==> src/mpwm_pkg.sv <==
package mpwm_pkg;
   localparam int MPWM_NUM_MATCH = 7;
   localparam int MPWM_NUM_OUT = 6;
   localparam int MPWM_WIDTH = 32;
   localparam int MPWM_CYCLE_IDX = 0;
   // Per-match control field positions
   localparam int MPWM_ACT_INT = 0;
   localparam int MPWM_ACT_RST = 1;
   localparam int MPWM_ACT_STOP = 2;
   localparam logic [31:0] MPWM_ZERO = 32'h0000_0000;
   localparam logic [31:0] MPWM_ONE = 32'h0000_0001;
   typedef enum logic [1:0] {
      MPWM_IDLE = 2'b00,
      MPWM_RUN = 2'b01,
      MPWM_HALT = 2'b11
   } mpwm_state_t;
endpackage : mpwm_pkg

==> src/mpwm_shadow_if.sv <==
`timescale 1ns/1ps
`default_nettype none
interface mpwm_shadow_if;
   import mpwm_pkg::*;
   logic [MPWM_NUM_MATCH-1:0] wr_en;
   logic [MPWM_WIDTH-1:0] wr_data;
   logic [MPWM_NUM_MATCH-1:0] release_mask;
   logic load;
   logic [MPWM_NUM_MATCH*MPWM_WIDTH-1:0] active;
   logic [MPWM_NUM_MATCH-1:0] pending;
   modport owner (output wr_en, wr_data, release_mask, load, input active, pending);
   modport store (input wr_en, wr_data, release_mask, load, output active, pending);
endinterface : mpwm_shadow_if
`default_nettype wire

==> src/mpwm_match_store.sv <==
`timescale 1ns/1ps
`default_nettype none
module mpwm_match_store
   import mpwm_pkg::*;
(
   // Clock and reset
   input wire logic clk,
   input wire logic rst,
   // Shadow port
   mpwm_shadow_if.store sh
);
   logic [MPWM_WIDTH-1:0] shadow_reg [MPWM_NUM_MATCH];
   logic [MPWM_WIDTH-1:0] shadow_next [MPWM_NUM_MATCH];
   logic [MPWM_WIDTH-1:0] active_reg [MPWM_NUM_MATCH];
   logic [MPWM_WIDTH-1:0] active_next [MPWM_NUM_MATCH];
   logic [MPWM_NUM_MATCH-1:0] latch_reg, latch_next;

   always_comb begin
      for (int i = 0; i < MPWM_NUM_MATCH; i++) begin
         shadow_next[i] = sh.wr_en[i] ? sh.wr_data : shadow_reg[i];
         active_next[i] = active_reg[i];
         if (sh.load && latch_reg[i]) begin
            active_next[i] = shadow_reg[i];
         end
      end
      // Release set wins over the transfer that clears it
      latch_next = (sh.load ? '0 : latch_reg) | sh.release_mask;
   end

   always_ff @(posedge clk) begin
      if (rst) begin
         for (int i = 0; i < MPWM_NUM_MATCH; i++) begin
            shadow_reg[i] <= MPWM_ZERO;
            active_reg[i] <= MPWM_ZERO;
         end
         latch_reg <= '0;
      end else begin
         shadow_reg <= shadow_next;
         active_reg <= active_next;
         latch_reg <= latch_next;
      end
   end

   always_comb begin
      for (int i = 0; i < MPWM_NUM_MATCH; i++) begin
         sh.active[i*MPWM_WIDTH +: MPWM_WIDTH] = active_reg[i];
      end
      sh.pending = latch_reg;
   end
endmodule : mpwm_match_store
`default_nettype wire

==> src/mpwm_timer.sv <==
// Contract
// Seven match registers give six single-edge or three double-edge outputs, or a mix.
// Each match may continue, stop or reset the counter, optional interrupt.
// Single-edge outputs rise at each cycle start unless held low.
// Double-edge outputs place both edges anywhere, positive or negative pulses.
// Period and width are any whole tick count; one shared repetition rate.
// Match updates are synchronous to pulse outputs, no truncated pulses.
// Software releases new match values; old ones stay until released.
// Counter ticks on clock or edges of a selected capture input.
// With PWM off, plain 32-bit timer/counter with 32-bit prescaler.
// Cycle-length match resets counter; single-edge outputs rise there, fall at own match.
// Double-edge output: one match sets rise, another sets fall.
// Released values load into active compares at the next cycle-length reset.
`timescale 1ns/1ps
`default_nettype none
module mpwm_timer
   import mpwm_pkg::*;
#(
   parameter int NUM_CAP = 2
) (
   // Clock and reset
   input wire logic CLK,
   input wire logic SYS_RST,
   // Control
   input wire logic COUNT_ENABLE,
   input wire logic COUNTER_RESET,
   input wire logic PWM_ENABLE,
   input wire logic COUNTER_MODE,
   input wire logic [1:0] EDGE_SELECT,
   input wire logic [$clog2(NUM_CAP)-1:0] CAP_SELECT,
   input wire logic [MPWM_WIDTH-1:0] PRESCALE,
   // Match programming
   input wire logic [MPWM_NUM_MATCH-1:0] MATCH_WRITE,
   input wire logic [MPWM_WIDTH-1:0] MATCH_DATA,
   input wire logic [MPWM_NUM_MATCH-1:0] MATCH_RELEASE,
   input wire logic [3*MPWM_NUM_MATCH-1:0] MATCH_ACTION,
   // Output configuration
   input wire logic [MPWM_NUM_OUT-1:0] DOUBLE_EDGE,
   input wire logic [MPWM_NUM_OUT-1:0] OUT_ENABLE,
   // Capture pins
   input wire logic [NUM_CAP-1:0] CAP_PIN,
   // Status
   output logic [MPWM_WIDTH-1:0] COUNT_VALUE,
   output logic [MPWM_NUM_MATCH-1:0] MATCH_EVENT,
   output logic [MPWM_NUM_MATCH-1:0] RELEASE_PENDING,
   output logic RUNNING,
   // PWM outputs
   output logic [MPWM_NUM_OUT-1:0] PWM_OUT
);
   mpwm_shadow_if sh ();

   mpwm_match_store mpwm_match_store_inst (
      .clk(CLK),
      .rst(SYS_RST),
      .sh(sh)
   );

   ////////////////////////////////////////////////////////////////////////////
   // Capture input synchronisers and edge detect

   logic [NUM_CAP-1:0] cap_s1_reg, cap_s2_reg, cap_s3_reg;
   logic cap_edge;

   always_ff @(posedge CLK) begin
      if (SYS_RST) begin
         cap_s1_reg <= '0;
         cap_s2_reg <= '0;
         cap_s3_reg <= '0;
      end else begin
         cap_s1_reg <= CAP_PIN;
         cap_s2_reg <= cap_s1_reg;
         cap_s3_reg <= cap_s2_reg;
      end
   end

   // Edge select: bit 0 rising, bit 1 falling
   always_comb begin
      cap_edge = (EDGE_SELECT[0] && cap_s2_reg[CAP_SELECT] && !cap_s3_reg[CAP_SELECT]) ||
                 (EDGE_SELECT[1] && !cap_s2_reg[CAP_SELECT] && cap_s3_reg[CAP_SELECT]);
   end

   ////////////////////////////////////////////////////////////////////////////
   // Prescaler and counter

   mpwm_state_t state_reg, state_next;
   logic [MPWM_WIDTH-1:0] pre_reg, pre_next, cnt_reg, cnt_next;
   logic [MPWM_NUM_OUT-1:0] out_reg, out_next;
   logic [MPWM_NUM_MATCH-1:0] hit;
   logic tick, pre_wrap, any_rst, any_stop, cycle_rst;

   function automatic logic [MPWM_WIDTH-1:0] match_val(input logic [MPWM_NUM_MATCH*MPWM_WIDTH-1:0] v,
                                                     input int idx);
      match_val = v[idx*MPWM_WIDTH +: MPWM_WIDTH];
   endfunction : match_val

   always_comb begin
      // Counter mode bypasses the prescaler so each selected edge is one count
      tick = COUNTER_MODE ? cap_edge : 1'b1;
      pre_wrap = tick && (COUNTER_MODE || pre_reg >= PRESCALE);
      for (int i = 0; i < MPWM_NUM_MATCH; i++) begin
         hit[i] = (state_reg == MPWM_RUN) && pre_wrap && (cnt_reg == match_val(sh.active, i));
      end
      any_rst = 1'b0;
      any_stop = 1'b0;
      for (int i = 0; i < MPWM_NUM_MATCH; i++) begin
         any_rst = any_rst | (hit[i] && MATCH_ACTION[3*i+MPWM_ACT_RST]);
         any_stop = any_stop | (hit[i] && MATCH_ACTION[3*i+MPWM_ACT_STOP]);
      end
      // In PWM mode the cycle-length match always ends the period
      if (PWM_ENABLE && hit[MPWM_CYCLE_IDX]) begin
         any_rst = 1'b1;
      end
      cycle_rst = PWM_ENABLE && hit[MPWM_CYCLE_IDX];

      state_next = state_reg;
      pre_next = pre_reg;
      cnt_next = cnt_reg;
      case (state_reg)
         MPWM_IDLE: begin
            if (COUNT_ENABLE) begin
               state_next = MPWM_RUN;
            end
         end
         MPWM_RUN: begin
            if (!COUNT_ENABLE) begin
               state_next = MPWM_IDLE;
            end else if (tick) begin
               pre_next = pre_wrap ? MPWM_ZERO : pre_reg + MPWM_ONE;
               if (pre_wrap) begin
                  cnt_next = any_rst ? MPWM_ZERO : cnt_reg + MPWM_ONE;
               end
               if (any_stop) begin
                  state_next = MPWM_HALT;
               end
            end
         end
         MPWM_HALT: begin
            // Stop on match holds here until software drops COUNT_ENABLE; raising it again restarts
            if (!COUNT_ENABLE) begin
               state_next = MPWM_IDLE;
            end
         end
         default: state_next = MPWM_IDLE;
      endcase
      if (COUNTER_RESET) begin
         pre_next = MPWM_ZERO;
         cnt_next = MPWM_ZERO;
      end
   end

   ////////////////////////////////////////////////////////////////////////////
   // PWM output logic

   always_comb begin
      out_next = out_reg;
      for (int n = 1; n <= MPWM_NUM_OUT; n++) begin
         if (!PWM_ENABLE || !OUT_ENABLE[n-1]) begin
            out_next[n-1] = 1'b0;
         end else if (DOUBLE_EDGE[n-1] && n >= MPWM_CYCLE_IDX + 2) begin
            // Rise on match n-1, fall on match n; order decides polarity
            if (hit[n]) begin
               out_next[n-1] = 1'b0;
            end else if (hit[n-1]) begin
               out_next[n-1] = 1'b1;
            end
         end else begin
            // An edge match of zero suppresses the rise, so the output stays constantly low
            if (hit[n]) begin
               out_next[n-1] = 1'b0;
            end else if (cycle_rst) begin
               out_next[n-1] = (match_val(sh.active, n) != MPWM_ZERO);
            end
         end
      end
   end

   always_ff @(posedge CLK) begin
      if (SYS_RST) begin
         state_reg <= MPWM_IDLE;
         pre_reg <= MPWM_ZERO;
         cnt_reg <= MPWM_ZERO;
         out_reg <= '0;
      end else begin
         state_reg <= state_next;
         pre_reg <= pre_next;
         cnt_reg <= cnt_next;
         out_reg <= out_next;
      end
   end

   ////////////////////////////////////////////////////////////////////////////
   // Shadow control; transfer at the cycle boundary, or at once while PWM is off

   always_comb begin
      sh.wr_en = MATCH_WRITE;
      sh.wr_data = MATCH_DATA;
      sh.release_mask = MATCH_RELEASE;
      sh.load = cycle_rst || !PWM_ENABLE;
   end

   always_comb begin
      COUNT_VALUE = cnt_reg;
      PWM_OUT = out_reg;
      RUNNING = (state_reg == MPWM_RUN);
      RELEASE_PENDING = sh.pending;
      for (int i = 0; i < MPWM_NUM_MATCH; i++) begin
         MATCH_EVENT[i] = hit[i] && MATCH_ACTION[3*i+MPWM_ACT_INT];
      end
   end
endmodule : mpwm_timer
`default_nettype wire

==> config.mk <==
export PLATFORM = sky130hd
export DESIGN_NAME = mpwm_timer
export DESIGN_NICKNAME = d
export VERILOG_FILES = /design/src/mpwm_pkg.sv /design/src/mpwm_shadow_if.sv /design/src/mpwm_match_store.sv /design/src/mpwm_timer.sv
export SDC_FILE = /design/constraint.sdc
export NUM_CORES = 1
export LEC_CHECK = 0
export BUFFER_PORTS_ARGS = -buffer_cell sky130_fd_sc_hd__buf_2
export CAP_MARGIN = 10
export CORE_MARGIN = 4
export CORE_UTILIZATION = 60
export CTS_BUF_LIST = sky130_fd_sc_hd__clkbuf_2
export CTS_CLUSTER_SIZE = 12
export DETAILED_ROUTE_END_ITERATION = 10
export PLACE_DENSITY = 0.88
export SLEW_MARGIN = 15
export SYNTH_ARGS = -nofsm -noshare
export SYNTH_HDL_FRONTEND = slang
export SYNTH_SLANG_ARGS = --single-unit
==> constraint.sdc <==
create_clock -name CLK -period 3.13 [get_ports CLK]
set_input_delay 0.313 -clock CLK [delete_from_list [all_inputs] [get_ports CLK]]
set_output_delay 0.313 -clock CLK [all_outputs]
set_load 0.02 [all_outputs]
==> flow_summary_export.csv <==
group,metric,value,unit
yosys,ys.flop_type,"dfxtp_1",
die,io_pins,175,
yosys,netlist.area_leader.share,0.445,
yosys,synth_edf_count,0,
yosys,yosysTopAreaCell,"dfxtp_1",
route,ant_nets,0,
place,port_buffers,173,
cells_and_area,fillerInstances,2658,
pwr,power_leakage,13.2,nW
yosys,seq_area_frac_synth,0.445,
route,vias,20500,
route,route.detailed.drc,0,
cts,cts_tree,"yes",
pwr,power_density,491,mW/mm^2
cts,cts_root_buf,"clkbuf_2",
global_route,grt_max_degree,191,
timing,setup_viol,24,
global_route,grt_pass1_vias,20200,
yosys,yosysMostFrequentCell,"nor2_1",
yosys,synth-seq-cells,533,
cts,numCtsBuffers,137,
die,dieArea,0.0432,sq mm
timing,fin_crit_sh,1.22,
cells_and_area,final_cell_area,0.0285,sq mm
critical_path,worst_setup_path_start_kind,"flip-flop",
die,die_y,208,um
pwr,switchingPower,4.10,mW
global_route,grt.overflow.total,0,
global_route,grt_first_pass_wirelength,117000,um
route,first_iter_violations,2188,
critical_path,r2r-start,"COUNT_VALUE[30]",
route,wl,79100,um
critical_path,crit_type,"reg -> out",
die,fp.coreArea,0.0391,sq mm
timing,fin_crit,3810,ps
pwr,p_total,14.0,mW
place,placed_area,0.0255,sq mm
timing,rsz0062_at_grt,"true",
cts,clock-sinks,533,
pwr,clock_power_share,0.357,
yosys,ys_top_cells_by_count,"nor2_1 (540), dfxtp_1 (533), mux2i_1 (448), xor2_1 (206), nor4_1 (104)",
global_route,use_met1,0.450,
critical_path,worstSetupStartpoint,"pre_reg[29]",
critical_path,critPathRequiredTime,2820,ps
pwr,intPower,9.88,mW
timing,hold_viol,0,
global_route,busiest_layer,"met2",
timing,tightest_slew,1210,ps
yosys,syn_avg_cell_area,9.75,sq um
global_route,grt_util_met2,0.538,
min_path,hold_class,"in -> reg",
critical_path,worstPathCellList,"ha_1, a21oi_1, nor2b_1, o21ai_1, nand3_1, a311oi_4, buf_12, buf_4, nor4_4, buf_4, and2_4, buf_6",
yosys,synth_cell_type_count,53,
global_route,grt_usage,0.347,
die,fp-row-count,72,
critical_path,cp_data_arrival_time,3500,ps
status,violations,"negative setup slack",
critical_path,critical-path-top-delay-family,"compound AO/OA/AOI/OAI gates",
min_path,hp-start,"OUT_ENABLE[2]",
yosys,syn_inst,2457,
pwr,peakVddDrop,0.000332,V
pwr,p_comb_frac,0.127,
timing,fmax,262,MHz
place,dpl.hpwl,52300,um
cells_and_area,multi_input_area,0.0125,sq mm
cts,cts_buffer_depth,3,
cts,clk_latency,1110,ps
yosys,synth_area,0.0240,sq mm
yosys,ys_async_sr_fraction,0,
job,drv_cap,0,
cts,path_clk_slew,100,ps
global_route,grtUsageMet3,0.0836,
cells_and_area,syn_to_final_growth,18.9,%
global_route,antenna_found_initial,3,
pwr,switching_share,0.293,
route,first_pass_iters,6,
yosys,yosysWarnings,0,
critical_path,crit_path_end_kind,"primary output",
critical_path,path_buf_inv,4,
die,initial_core_util,0.613,
timing,max_slew_margin,0.194,
cts,h-tree-depth,4,
cells_and_area,final_nets,2980,
pwr,p_seq_frac,0.516,
critical_path,critPathSlowestCell,"a311oi_4",
timing,finalMaxSlewViolations,0,
route,viasPerCell,5.98,
cells_and_area,drive_gt1_frac,0.198,
critical_path,critPathMaxFanout,6,
status,status,"finished with violations",
cells_and_area,regArea,0.0107,sq mm
route,wl_per_cell,23.0,um
critical_path,cp_common_cell,"buf_4",
timing,setup_slack,-681,ps
yosys,syn_nets,2613,
cells_and_area,fin_util,0.728,
timing,skew,93.0,ps
yosys,synthTopCellsByArea,"dfxtp_1 (45%), mux2i_1 (19%), nor2_1 (8.5%)",
die,dieWidth,208,um
place,globalplace.congestion,0.999,
critical_path,max_stage_delay,380,ps
[per-layer routing]
layer	wire length, um	up-vias
li1	-	9195
met1	31400	9875
met2	35200	1215
met3	8220	246
met4	4200	2
met5	7	-
[layout make-up]
class,count,area share
multi-input cells,1721,0.439
repair buffers,387,0.111
well taps,518,0.0228
inverters,44,0.00580
flip-flops and latches,533,0.376
clock inverters,42,0.0125
clock buffers,187,0.0329
diodes,4,0.000352
[worst register-to-register path, stage by stage, from the launching register on]
cell and delay [ps]:
dfxtp_1 580, buf_4 190, xnor2_1 140, nand4_1 170, nor4_1 480, and2_1 390, a222oi_1 160, a311o_1 410
o21ai_2 230, buf_12 220, nor2_1 90
[placed cells by master (no fill, tap or decap), drive strengths merged, types with 5 or more instances in the layout]
cell type      n
mux2i        448
nand3b         5
a22o           7
bufinv         6
a21oi         16
xor2         206
nor4         118
buf          282
clkbuf       189
nand2         49
nor3          35
nand3         23
ha            34
and2          12
nor2         541
clkinvlp       7
xnor2         80
and3          20
nand4         54
dlygate4sd3  103
clkinv        29
o21ai         10
inv           44
nor2b         11
nor3b          8
and4           7
o32ai          7
dfxtp        533
[metrics by stage]
stage	hold slack (ps)	TNS, ps	worst slack [ps]	instances
2_1_floorplan	414	0	88.8	2457
3_3_place_gp	422	0	227	3070
3_5_place_dp	438	0	190	3070
4_1_cts	13.4	-4350	-684	3418
5_1_grt	59.2	-5440	-843	3434
6_report	113	-4780	-681	3436
[kinds of logic (layout without fill, tap and decap cells)]
| group | Yosys count | after routing | synth area share |
|---|---|---|---|
| XOR/XNOR | 286 | 286 | 0.105 |
| AO/OA/AOI/OAI | 57 | 57 | 0.0235 |
| AND/OR/NAND/NOR | 895 | 895 | 0.176 |
| adder cells (fa/ha/maj) | 34 | 34 | 0.0178 |
| buffers and inverters | 203 | 660 | 0.0448 |
| other | 0 | 4 | 0 |
| multiplexers | 449 | 449 | 0.188 |
| flip-flops | 533 | 533 | 0.445 |
[worst paths after layout]
check / to / slack, ps / cells after the start
max reg2reg: COUNT_VALUE[6] / -50 / 10
min reg2reg: cap_s2_reg[0] / 450 / 1
min: PWM_OUT[2] / 110 / 4
max: MATCH_EVENT[3] / -680 / 12
[power groups by stage]
stage / Combinational [mW] / Sequential, mW / Clock, mW
after floorplan: 1.02 / 7.31 / 0
after global placement: 1.47 / 7.34 / 0
after detailed placement: 1.52 / 7.36 / 0
after CTS: 1.68 / 7.20 / 5.03
after global routing: 1.87 / 7.24 / 5.39
final: 1.78 / 7.21 / 4.99
[what timing repair did]
action,in CTS,in global routing
cloned,0,3
pin swaps,27,12
endpoints found under the setup margin,7,180
endpoints found under the hold margin,356,1
hold buffers,101,3
buffers inserted,18,11
gates resized for setup,62,25
Note: power is estimated with default switching activity, not from simulation.
